**config.mk**
```make
export PLATFORM = sky130hd
export DESIGN_NAME = gpls_port
export DESIGN_NICKNAME = d
export VERILOG_FILES = /design/src/gpls_pkg.sv /design/src/gpls_sync.sv /design/src/gpls_port.sv
export VERILOG_INCLUDE_DIRS = /design/src
export SDC_FILE = /design/constraint.sdc
export NUM_CORES = 2
export LEC_CHECK = 0
export ABC_AREA = 1
export ABC_CLOCK_PERIOD_IN_PS = 2600
export BUFFER_PORTS_ARGS = -buffer_cell sky130_fd_sc_hd__buf_2
export CAP_MARGIN = 0
export CORE_ASPECT_RATIO = 0.75
export CORE_MARGIN = 8
export CORE_UTILIZATION = 30
export DETAILED_ROUTE_END_ITERATION = 12
export GPL_TIMING_DRIVEN = 0
export SLEW_MARGIN = 15
export SYNTH_ARGS = -nofsm -noshare
export SYNTH_HDL_FRONTEND = slang
export SYNTH_SLANG_ARGS = --single-unit
```
**constraint.sdc**
```tcl
create_clock -name aclk -period 2.6 [get_ports aclk]
set_input_delay 0.65 -clock aclk [delete_from_list [all_inputs] [get_ports aclk]]
set_output_delay 0.65 -clock aclk [all_outputs]
set_load 0.1 [all_outputs]
```
**src/gpls_cfg.svh**
```systemverilog
// Offsets, field positions, reset values and codes of the level-sense GPIO port
`ifndef GPLS_CFG_SVH
`define GPLS_CFG_SVH

`define GPLS_NPINS          32
`define GPLS_AW             12

`define GPLS_OFF_OUT        12'h504
`define GPLS_OFF_OUTSET     12'h508
`define GPLS_OFF_OUTCLR     12'h50c
`define GPLS_OFF_IN         12'h510
`define GPLS_OFF_DIR        12'h514
`define GPLS_OFF_DIRSET     12'h518
`define GPLS_OFF_DIRCLR     12'h51c
`define GPLS_OFF_LATCH      12'h520
`define GPLS_OFF_MODE       12'h524
`define GPLS_OFF_SETUP      12'h700
`define GPLS_SETUP_IDX_MASK 12'h07c
`define GPLS_SETUP_IDX_LSB  2
`define GPLS_SETUP_IDX_W    5

`define GPLS_SETUP_DIR      0
`define GPLS_SETUP_INDISC   1
`define GPLS_SETUP_PULL_LSB 2
`define GPLS_SETUP_DRV_LSB  8
`define GPLS_SETUP_SNS_LSB  16
`define GPLS_SETUP_MASK     32'h0003070f
`define GPLS_SETUP_RESET    32'h00000002

`define GPLS_PULL_DOWN      2'h1
`define GPLS_PULL_UP        2'h3

`define GPLS_MODE_BIT       0

`define GPLS_RESP_OKAY      2'h0
`define GPLS_RESP_SLVERR    2'h2

`endif

```
**src/gpls_pkg.sv**
```systemverilog
// Types shared by the level-sense GPIO port
package gpls_pkg;

	typedef enum logic [1:0] {
		GPLS_SENSE_OFF  = 2'h0,
		GPLS_SENSE_HIGH = 2'h2,
		GPLS_SENSE_LOW  = 2'h3
	} gpls_sense_e;

	typedef logic [31:0] gpls_word_t;

endpackage

```
**src/gpls_sync.sv**
```systemverilog
// Three-flop pin input synchroniser with agreement filter
`timescale 1ns/1ps
module gpls_sync #(
	parameter int W = 32
) (
	input  wire logic         aclk,
	input  wire logic         aresetn,
	input  wire logic         ce,
	input  wire logic [W-1:0] async_in,
	output logic      [W-1:0] sync_out
);

	typedef struct packed {
		logic [W-1:0] s1;
		logic [W-1:0] s2;
		logic [W-1:0] s3;
		logic [W-1:0] val;
	} gpls_sync_s;

	gpls_sync_s q;
	gpls_sync_s d;

	always_comb begin
		d = q;
		d.s1 = async_in;
		d.s2 = q.s1;
		d.s3 = q.s2;
		// Only bits on which stages two and three agree may change
		for (int i = 0; i < W; i++) begin
			if (q.s2[i] == q.s3[i]) begin
				d.val[i] = q.s3[i];
			end
		end
	end

	always_ff @(posedge aclk) begin
		if (!aresetn) begin
			q <= '0;
		end else if (ce) begin
			q <= d;
		end
	end

	assign sync_out = q.val;

endmodule

```
**src/gpls_port.sv**
```systemverilog
// Level-sense GPIO port with sticky match latch and AXI4-Lite registers
//
// Overview of operation
// - Up to 32 pins, each configured by its own indexed pin_setup register.
// - pin_setup holds direction, drive, pulls, sensing and input disconnect.
// - pin_setup contents survive low-power states; only cfg reset clears them.
// - Per-pin level_trigger_select picks high-level or low-level sensing.
// - Enabled pin at its selected level drives its own level_match_signal.
// - Default mode ORs all pin match signals into the port detect output.
// - Sensing and detect keep working while running and in deep sleep.
// - Level already present at enable raises the match at once.
// - port_wake_event fires when detect rises from low.
// - Rising match on pin x sets bit x of sticky_match_register.
// - Clearing a bit whose pin still matches leaves the bit set.
// - Sticky bits clear only by writing one; falling match never clears.
// - latched_match_signal is high while any sticky bit is one, save for the one cycle after a clear write that hits a set bit.
// - Bits left after a clear give a fresh rising edge on latched_match_signal.
// - sticky_match_register is readable at any time in either detect mode.
// - match_source_select picks pin OR or latched_match_signal for detect.
// - Disconnected input buffer hides the pin from input register and sensing.
// - Peripherals may override pin output and config and read its input.
// - Detect output serves the power unit as a deep-sleep wake source.
`timescale 1ns/1ps
`include "gpls_cfg.svh"
module gpls_port #(
	parameter int NPINS = `GPLS_NPINS,
	parameter int AW    = `GPLS_AW
) (
	input  wire logic               aclk,
	input  wire logic               aresetn,
	input  wire logic               cfg_resetn,
	input  wire logic               ce,
	input  wire logic [AW-1:0]      s_axi_awaddr,
	input  wire logic               s_axi_awvalid,
	output logic                    s_axi_awready,
	input  wire logic [31:0]        s_axi_wdata,
	input  wire logic [3:0]         s_axi_wstrb,
	input  wire logic               s_axi_wvalid,
	output logic                    s_axi_wready,
	output logic [1:0]              s_axi_bresp,
	output logic                    s_axi_bvalid,
	input  wire logic               s_axi_bready,
	input  wire logic [AW-1:0]      s_axi_araddr,
	input  wire logic               s_axi_arvalid,
	output logic                    s_axi_arready,
	output logic [31:0]             s_axi_rdata,
	output logic [1:0]              s_axi_rresp,
	output logic                    s_axi_rvalid,
	input  wire logic               s_axi_rready,
	input  wire logic [NPINS-1:0]   pin_in,
	output logic [NPINS-1:0]        pin_out,
	output logic [NPINS-1:0]        pin_oe,
	output logic [NPINS-1:0]        pin_pull_up,
	output logic [NPINS-1:0]        pin_pull_down,
	output logic [NPINS-1:0]        pin_in_en,
	output logic [3*NPINS-1:0]      pin_drive,
	input  wire logic [NPINS-1:0]   periph_ovr_en,
	input  wire logic [NPINS-1:0]   periph_out,
	input  wire logic [NPINS-1:0]   periph_oe,
	input  wire logic [NPINS-1:0]   periph_in_en,
	output logic [NPINS-1:0]        periph_in,
	input  wire logic               deep_sleep,
	output logic                    detect,
	output logic                    port_wake_event,
	output logic                    latched_match_signal,
	output logic                    wake_req
);

	typedef struct packed {
		logic [NPINS-1:0][31:0] setup;
		logic [NPINS-1:0]       drv;
		logic [NPINS-1:0]       dir;
		logic [NPINS-1:0]       latch;
		logic [NPINS-1:0]       in_v;
		logic                   mode;
		logic                   aw_ok;
		logic [AW-1:0]          aw_addr;
		logic                   w_ok;
		logic [31:0]            w_data;
		logic [3:0]             w_strb;
		logic                   awready;
		logic                   wready;
		logic                   bvalid;
		logic [1:0]             bresp;
		logic                   arready;
		logic                   rvalid;
		logic [31:0]            rdata;
		logic [1:0]             rresp;
		logic [NPINS-1:0]       p_out;
		logic [NPINS-1:0]       p_oe;
		logic [NPINS-1:0]       p_pu;
		logic [NPINS-1:0]       p_pd;
		logic [NPINS-1:0]       p_ien;
		logic [NPINS-1:0][2:0]  p_drv;
		logic                   detect;
		logic                   wake_ev;
		logic                   latched;
		logic                   wake_req;
	} gpls_port_s;

	gpls_port_s       q;
	gpls_port_s       d;
	gpls_port_s       rst_v;
	logic [NPINS-1:0] pin_sync;

	// Pin inputs cross into aclk here
	gpls_sync #(
		.W(NPINS)
	) u_sync (
		.aclk    (aclk),
		.aresetn (aresetn),
		.ce      (ce),
		.async_in(pin_in),
		.sync_out(pin_sync)
	);

	function automatic logic [31:0] strb_mask(input logic [3:0] strb);
		logic [31:0] m;
		m = '0;
		for (int b = 0; b < 4; b++) begin
			m[8*b +: 8] = {8{strb[b]}};
		end
		return m;
	endfunction

	function automatic logic is_setup(input logic [AW-1:0] a);
		logic [AW-1:0] idx;
		idx = a & AW'(`GPLS_SETUP_IDX_MASK);
		return ((a & ~AW'(`GPLS_SETUP_IDX_MASK)) == AW'(`GPLS_OFF_SETUP))
			&& (int'(idx >> `GPLS_SETUP_IDX_LSB) < NPINS);
	endfunction

	function automatic logic [`GPLS_SETUP_IDX_W-1:0] setup_idx(input logic [AW-1:0] a);
		return a[`GPLS_SETUP_IDX_LSB +: `GPLS_SETUP_IDX_W];
	endfunction

	function automatic logic [31:0] widen(input logic [NPINS-1:0] v);
		return 32'(v);
	endfunction

	function automatic logic [NPINS-1:0] narrow(input logic [31:0] v);
		return v[NPINS-1:0];
	endfunction

	// Level match per pin, from the synchronised, buffer-gated input
	logic [NPINS-1:0] match;
	logic [NPINS-1:0] in_gated;
	logic [NPINS-1:0] buf_on;

	always_comb begin
		for (int i = 0; i < NPINS; i++) begin
			// A peripheral that takes the pin over also owns its input buffer
			buf_on[i] = periph_ovr_en[i] ? periph_in_en[i]
				: ~q.setup[i][`GPLS_SETUP_INDISC];
			in_gated[i] = pin_sync[i] & buf_on[i];
			// Level, not edge, so a level present at enable matches at once
			unique case (q.setup[i][`GPLS_SETUP_SNS_LSB +: 2])
				gpls_pkg::GPLS_SENSE_HIGH: match[i] = in_gated[i];
				gpls_pkg::GPLS_SENSE_LOW:  match[i] = ~pin_sync[i] & buf_on[i];
				default:                   match[i] = 1'b0;
			endcase
		end
	end

	always_comb begin
		rst_v = '0;
		for (int i = 0; i < NPINS; i++) begin
			rst_v.setup[i] = `GPLS_SETUP_RESET;
		end
		rst_v.awready = 1'b1;
		rst_v.wready  = 1'b1;
		rst_v.arready = 1'b1;
	end

	logic             wr_go;
	logic [31:0]      wmask;
	logic [31:0]      wbits;
	logic [NPINS-1:0] clr_bits;
	logic             clr_wr;
	logic             wr_hit;
	logic [31:0]      rd_val;
	logic             rd_hit;
	logic             det_src;

	always_comb begin
		d = q;
		wr_go    = q.aw_ok && q.w_ok && !q.bvalid;
		wmask    = strb_mask(q.w_strb);
		wbits    = q.w_data & wmask;
		clr_bits = '0;
		clr_wr   = 1'b0;
		wr_hit   = 1'b1;
		rd_val   = '0;
		rd_hit   = 1'b1;

		// Address and data are taken independently, in either order
		if (s_axi_awvalid && q.awready) begin
			d.aw_ok   = 1'b1;
			d.aw_addr = s_axi_awaddr;
		end
		if (s_axi_wvalid && q.wready) begin
			d.w_ok   = 1'b1;
			d.w_data = s_axi_wdata;
			d.w_strb = s_axi_wstrb;
		end

		if (wr_go) begin
			unique case (q.aw_addr)
				`GPLS_OFF_OUT:    d.drv  = narrow((widen(q.drv) & ~wmask) | wbits);
				`GPLS_OFF_OUTSET: d.drv  = q.drv | narrow(wbits);
				`GPLS_OFF_OUTCLR: d.drv  = q.drv & ~narrow(wbits);
				`GPLS_OFF_DIR:    d.dir  = narrow((widen(q.dir) & ~wmask) | wbits);
				`GPLS_OFF_DIRSET: d.dir  = q.dir | narrow(wbits);
				`GPLS_OFF_DIRCLR: d.dir  = q.dir & ~narrow(wbits);
				`GPLS_OFF_IN:     wr_hit = 1'b1;
				`GPLS_OFF_LATCH: begin
					clr_bits = narrow(wbits);
					clr_wr   = 1'b1;
				end
				`GPLS_OFF_MODE: begin
					if (wmask[`GPLS_MODE_BIT]) begin
						d.mode = wbits[`GPLS_MODE_BIT];
					end
				end
				default: begin
					if (is_setup(q.aw_addr)) begin
						d.setup[setup_idx(q.aw_addr)] = ((q.setup[setup_idx(q.aw_addr)]
							& ~wmask) | wbits) & `GPLS_SETUP_MASK;
					end else begin
						wr_hit = 1'b0;
					end
				end
			endcase
			// A pin_setup write must reach DIR before DIR is copied back
			if (is_setup(q.aw_addr)) begin
				d.dir[setup_idx(q.aw_addr)] =
					d.setup[setup_idx(q.aw_addr)][`GPLS_SETUP_DIR];
			end
			// Direction written through DIR also tracks into the pin_setup copy
			for (int i = 0; i < NPINS; i++) begin
				d.setup[i][`GPLS_SETUP_DIR] = d.dir[i];
			end
			d.aw_ok  = 1'b0;
			d.w_ok   = 1'b0;
			d.bvalid = 1'b1;
			d.bresp  = wr_hit ? `GPLS_RESP_OKAY : `GPLS_RESP_SLVERR;
		end
		if (q.bvalid && s_axi_bready) begin
			d.bvalid = 1'b0;
		end
		d.awready = !d.aw_ok && !d.bvalid;
		d.wready  = !d.w_ok && !d.bvalid;

		// Read path answers one cycle after the address is taken
		if (s_axi_arvalid && q.arready) begin
			unique case (s_axi_araddr)
				`GPLS_OFF_OUT, `GPLS_OFF_OUTSET, `GPLS_OFF_OUTCLR: rd_val = widen(q.drv);
				`GPLS_OFF_DIR, `GPLS_OFF_DIRSET, `GPLS_OFF_DIRCLR: rd_val = widen(q.dir);
				`GPLS_OFF_IN:    rd_val = widen(q.in_v);
				`GPLS_OFF_LATCH: rd_val = widen(q.latch);
				`GPLS_OFF_MODE:  rd_val = 32'(q.mode);
				default: begin
					if (is_setup(s_axi_araddr)) begin
						rd_val = q.setup[setup_idx(s_axi_araddr)];
					end else begin
						rd_hit = 1'b0;
					end
				end
			endcase
			d.rdata   = rd_val;
			d.rresp   = rd_hit ? `GPLS_RESP_OKAY : `GPLS_RESP_SLVERR;
			d.rvalid  = 1'b1;
			d.arready = 1'b0;
		end
		if (q.rvalid && s_axi_rready) begin
			d.rvalid  = 1'b0;
			d.arready = 1'b1;
		end

		// Set wins over clear, and a still-matching pin re-sets at once
		d.latch = (q.latch & ~clr_bits) | match;
		// A clear that leaves bits standing dips the signal for one cycle
		d.latched = (|d.latch) && !(clr_wr && |(q.latch & clr_bits));

		det_src  = q.mode ? d.latched : |match;
		d.detect = det_src;
		d.wake_ev = det_src && !q.detect;
		d.wake_req = det_src && deep_sleep;

		d.in_v = in_gated;
		for (int i = 0; i < NPINS; i++) begin
			// Peripheral takeover of output value and pin configuration
			if (periph_ovr_en[i]) begin
				d.p_out[i] = periph_out[i];
				d.p_oe[i]  = periph_oe[i];
				d.p_ien[i] = periph_in_en[i];
			end else begin
				d.p_out[i] = d.drv[i];
				d.p_oe[i]  = d.setup[i][`GPLS_SETUP_DIR];
				d.p_ien[i] = !d.setup[i][`GPLS_SETUP_INDISC];
			end
			d.p_pu[i]  = d.setup[i][`GPLS_SETUP_PULL_LSB +: 2] == `GPLS_PULL_UP;
			d.p_pd[i]  = d.setup[i][`GPLS_SETUP_PULL_LSB +: 2] == `GPLS_PULL_DOWN;
			d.p_drv[i] = d.setup[i][`GPLS_SETUP_DRV_LSB +: 3];
		end
	end

	// pin_setup is retained storage: the bus reset leaves it untouched
	always_ff @(posedge aclk) begin
		if (!cfg_resetn) begin
			q <= rst_v;
		end else if (!aresetn) begin
			q       <= rst_v;
			q.setup <= q.setup;
			for (int i = 0; i < NPINS; i++) begin
				q.dir[i] <= q.setup[i][`GPLS_SETUP_DIR];
			end
		end else if (ce) begin
			q <= d;
		end
	end

	assign s_axi_awready        = q.awready;
	assign s_axi_wready         = q.wready;
	assign s_axi_bvalid         = q.bvalid;
	assign s_axi_bresp          = q.bresp;
	assign s_axi_arready        = q.arready;
	assign s_axi_rvalid         = q.rvalid;
	assign s_axi_rdata          = q.rdata;
	assign s_axi_rresp          = q.rresp;
	assign pin_out              = q.p_out;
	assign pin_oe               = q.p_oe;
	assign pin_pull_up          = q.p_pu;
	assign pin_pull_down        = q.p_pd;
	assign pin_in_en            = q.p_ien;
	assign pin_drive            = q.p_drv;
	assign periph_in            = q.in_v;
	assign detect               = q.detect;
	assign port_wake_event      = q.wake_ev;
	assign latched_match_signal = q.latched;
	assign wake_req             = q.wake_req;

endmodule

```
==> run_results.csv <==
group,metric,value,unit
flow_run,drv_cap,1,
floorplanning,io_pins,563,
worst_setup_path,required,3250,ps
place,post-place-ws,-2890,ps
routing,wirelength_met1,201000,um
global_routing,grt_pass1_wl,649000,um
global_routing,grt_max_degree,16,
synthesis,yosys.area.top_type,"dfxtp_1",
worst_setup_path,r2r-start,"q[577]$_SDFFE_PN1P_",
synthesis,synth_edf_count,0,
place,port-buffer-count,555,
worst_setup_path,rr_endpoint,"port_wake_event$_SDFFE_PN0P_",
clocking,root_buffer,"clkbuf_16",
clocking,cts_sinks,1630,
place,post_dp_cell_area,79800,um^2
clocking,h-tree-depth,4,
sta,finalHoldViolCount,0,
worst_setup_path,cp_slowest_cell,"nor4_1",
sta,holdWs,38.6,ps
finish,finalCoreUtilization,0.403,
sta,max_freq,307,MHz
routing,via_per_inst,5.92,
power,cellPowerDensity,628,nW/um^2
clocking,ctsLongestPathBuffers,4,
synthesis,synth_ff_type,"dfxtp_1",
synthesis,synth_common_cells,"dfxtp_1 (1,630), nand2_1 (1,548), o21ai_0 (1,033)",
sta,tightestPinTransition,1530,ps
synthesis,syn-cell-area,72200,um^2
synthesis,yosysSeqAreaShare,0.452,
synthesis,avgSynthCellArea,7.42,um^2
routing,num_vias,84200,
worst_setup_path,cp_num_buf_inv,2,
finish,drive_gt1_frac,0.249,
worst_setup_path,path_delay_family,"simple AND/OR/NAND/NOR gates",
place,dp_hpwl,379000,um
routing,routed_wl,501000,um
floorplanning,die_h,441,um
sta,min_period,3260,ps
synthesis,async_flop_share,0,
sta,rsz0062_at_grt,"true",
min_path,min_path_cells,3,
power,peakVddDrop,533,uV
clocking,clk_pin_slew,70,ps
floorplanning,coreArea,240000,um^2
min_path,min_to,"q[326]$_SDFFE_PN0P_",
power,fin_total_pwr,60.7,mW
worst_setup_path,cp_max_fo,4,
sta,tns,-247280,ps
synthesis,ys_warn_count,0,
synthesis,ys_seq_elements,1630,
floorplanning,rows,156,
place,placed_cells,13500,
synthesis,synth_area_leaders,"dfxtp_1 (45%), nand2_1 (8.0%), o21ai_0 (7.2%)",
routing,first_pass_iters,7,
floorplanning,die_width,582,um
global_routing,overflow,0,
finish,final_cell_area,96700,um^2
finish,nets,11100,
global_routing,grt_pass1_vias,73600,
routing,drc_errors,0,
worst_setup_path,crit_chain,"o21ai_0, and3_1, nor4_1, nand4_1, o41ai_2, buf_4, inv_1, nand3b_1, a21oi_1",
routing,detail-route-antenna-nets,0,
sta,setup_viol,1176,
worst_setup_path,start_kind,"flop",
power,leakagePower,38.3,nW
finish,syn_to_final_growth,33.9,%
worst_setup_path,end_kind,"flop",
clocking,numCtsBuffers,173,
status,violations,"max-capacitance violations, max-slew violations, negative setup slack",
worst_setup_path,crit_arrival,3910,ps
min_path,hold_class,"in2reg",
synthesis,synth_cell_types,67,
global_routing,track_usage,0.364,
min_path,hp-start,"s_axi_wdata[21]",
worst_setup_path,worstSetupPathType,"reg2reg",
synthesis,synth_most_common_cell,"dfxtp_1",
routing,met3WireLength,80200,um
sta,relSlewSlack,-0.0234,
synthesis,synth_top_area_share,0.452,
routing,maxUsedRoutingLayer,"met5",
sta,setup_slack,-656,ps
global_routing,antenna_found_initial,47,
sta,fin_crit_sh,1.25,
clocking,insertion_delay,910,ps
worst_setup_path,critPathMaxStageDelay,580,ps
sta,finClkSkew,103,ps
routing,met2_length,185000,um
finish,finalNonFillerCells,14200,
floorplanning,dieArea,257000,um^2
routing,drt_iter0_markers,13600,
worst_setup_path,r2r_slack,-660,ps
sta,slew_viol_final,2,
synthesis,synthesis.instances,9728,
routing,wl_per_cell,35.2,um
status,outcome,"finished, violations left",
clocking,cts_tree,"yes",
place,place_congestion,1.07,
floorplanning,start_util,0.301,
worst_setup_path,reg2reg_depth,9,
-- cell usage in the layout, fill, tap and decap left out, drive strengths merged, types with 28 or more instances in the layout --
master,Yosys,routed
a211oi,112,112
a21oi,870,870
a221oi,153,153
a22oi,34,34
a31oi,67,67
buf,453,1517
clkbuf,578,754
clkinv,8,37
clkinvlp,0,28
dfxtp,1630,1630
diode,0,41
inv,956,941
nand2,1560,1562
nand3,210,210
nand4,75,75
nor2,827,827
nor3,423,423
o2111ai,61,61
o211ai,123,123
o21ai,1086,1086
o221ai,66,66
o22ai,311,311
-- cell type report --
class,instances,area [um^2]
plain buffers,1024,7150
flip-flops and latches,1630,32700
multi-input cells,6106,35300
clock inverters,57,769
well taps,3160,3950
repair inverters,1,20.0
fillers,25100,143000
clock buffers,240,4880
diodes,41,103
repair buffers,1014,7990
inverters,964,3860
-- where the power goes --
part	switching [mW]	internal, mW	leakage, nW
Sequential	0.534	25.5	13.2
Combinational	6.43	2.12	22.3
Clock	11.5	14.7	2.78
-- cell families after synthesis --
kind of cell	count (synthesis)	share of synthesized area
and+or+nand+nor	3153	0.184
AOI/OAI and AO/OA	2922	0.236
buffers and inverters	1995	0.124
DFF	1630	0.452
xor gates and xnor gates	22	0.00267
muxes	5	0.000711
other	1	0.0000519
-- metal layers --
metal / vias up / track usage
met5: - / 0.00132
met4: 36 / 0.196
met3: 1429 / 0.164
met2: 6794 / 0.477
met1: 40800 / 0.491
li1: 35200 / -
-- timing repair --
item | 4_1_cts | 5_1_grt
cloned | 9 | 15
pin swaps | 153 | 212
gates resized for setup | 1189 | 1006
endpoints found under the setup margin | 1638 | 1377
hold buffers | 4 | 0
setup buffers | 216 | 185
hold endpoints to repair | 4 | 0
-- worst max path at each step --
| stage | startpoint | to | slack (ps) | cells after the start |
|---|---|---|---|---|
| 2_1_floorplan | s_axi_araddr[4] | s_axi_rdata[1]$_SDFFE_PN0P_ | 80 | 10 |
| 3_3_place_gp | s_axi_araddr[1] | s_axi_rdata[11]$_SDFFE_PN0P_ | -4640 | 8 |
| 3_5_place_dp | ce | pin_pull_down[23]$_SDFFE_PN0P_ | -2890 | 7 |
| 4_1_cts | s_axi_araddr[3] | s_axi_rdata[31]$_SDFFE_PN0P_ | -490 | 12 |
| 5_1_grt | q[341]$_SDFFE_PN0P_ | port_wake_event$_SDFFE_PN0P_ | -570 | 16 |
| 6_report | q[577]$_SDFFE_PN1P_ | port_wake_event$_SDFFE_PN0P_ | -660 | 9 |
-- worst register-to-register path, delay by kind of cell, from the launching register on --
| kind | cells | cell delay (ps) |
|---|---|---|
| and+or+nand+nor | 4 | 1330 |
| DFF | 1 | 510 |
| AOI/OAI and AO/OA | 3 | 850 |
| buffers and inverters | 2 | 360 |
No activity file was read; power rests on OpenSTA's default activity.
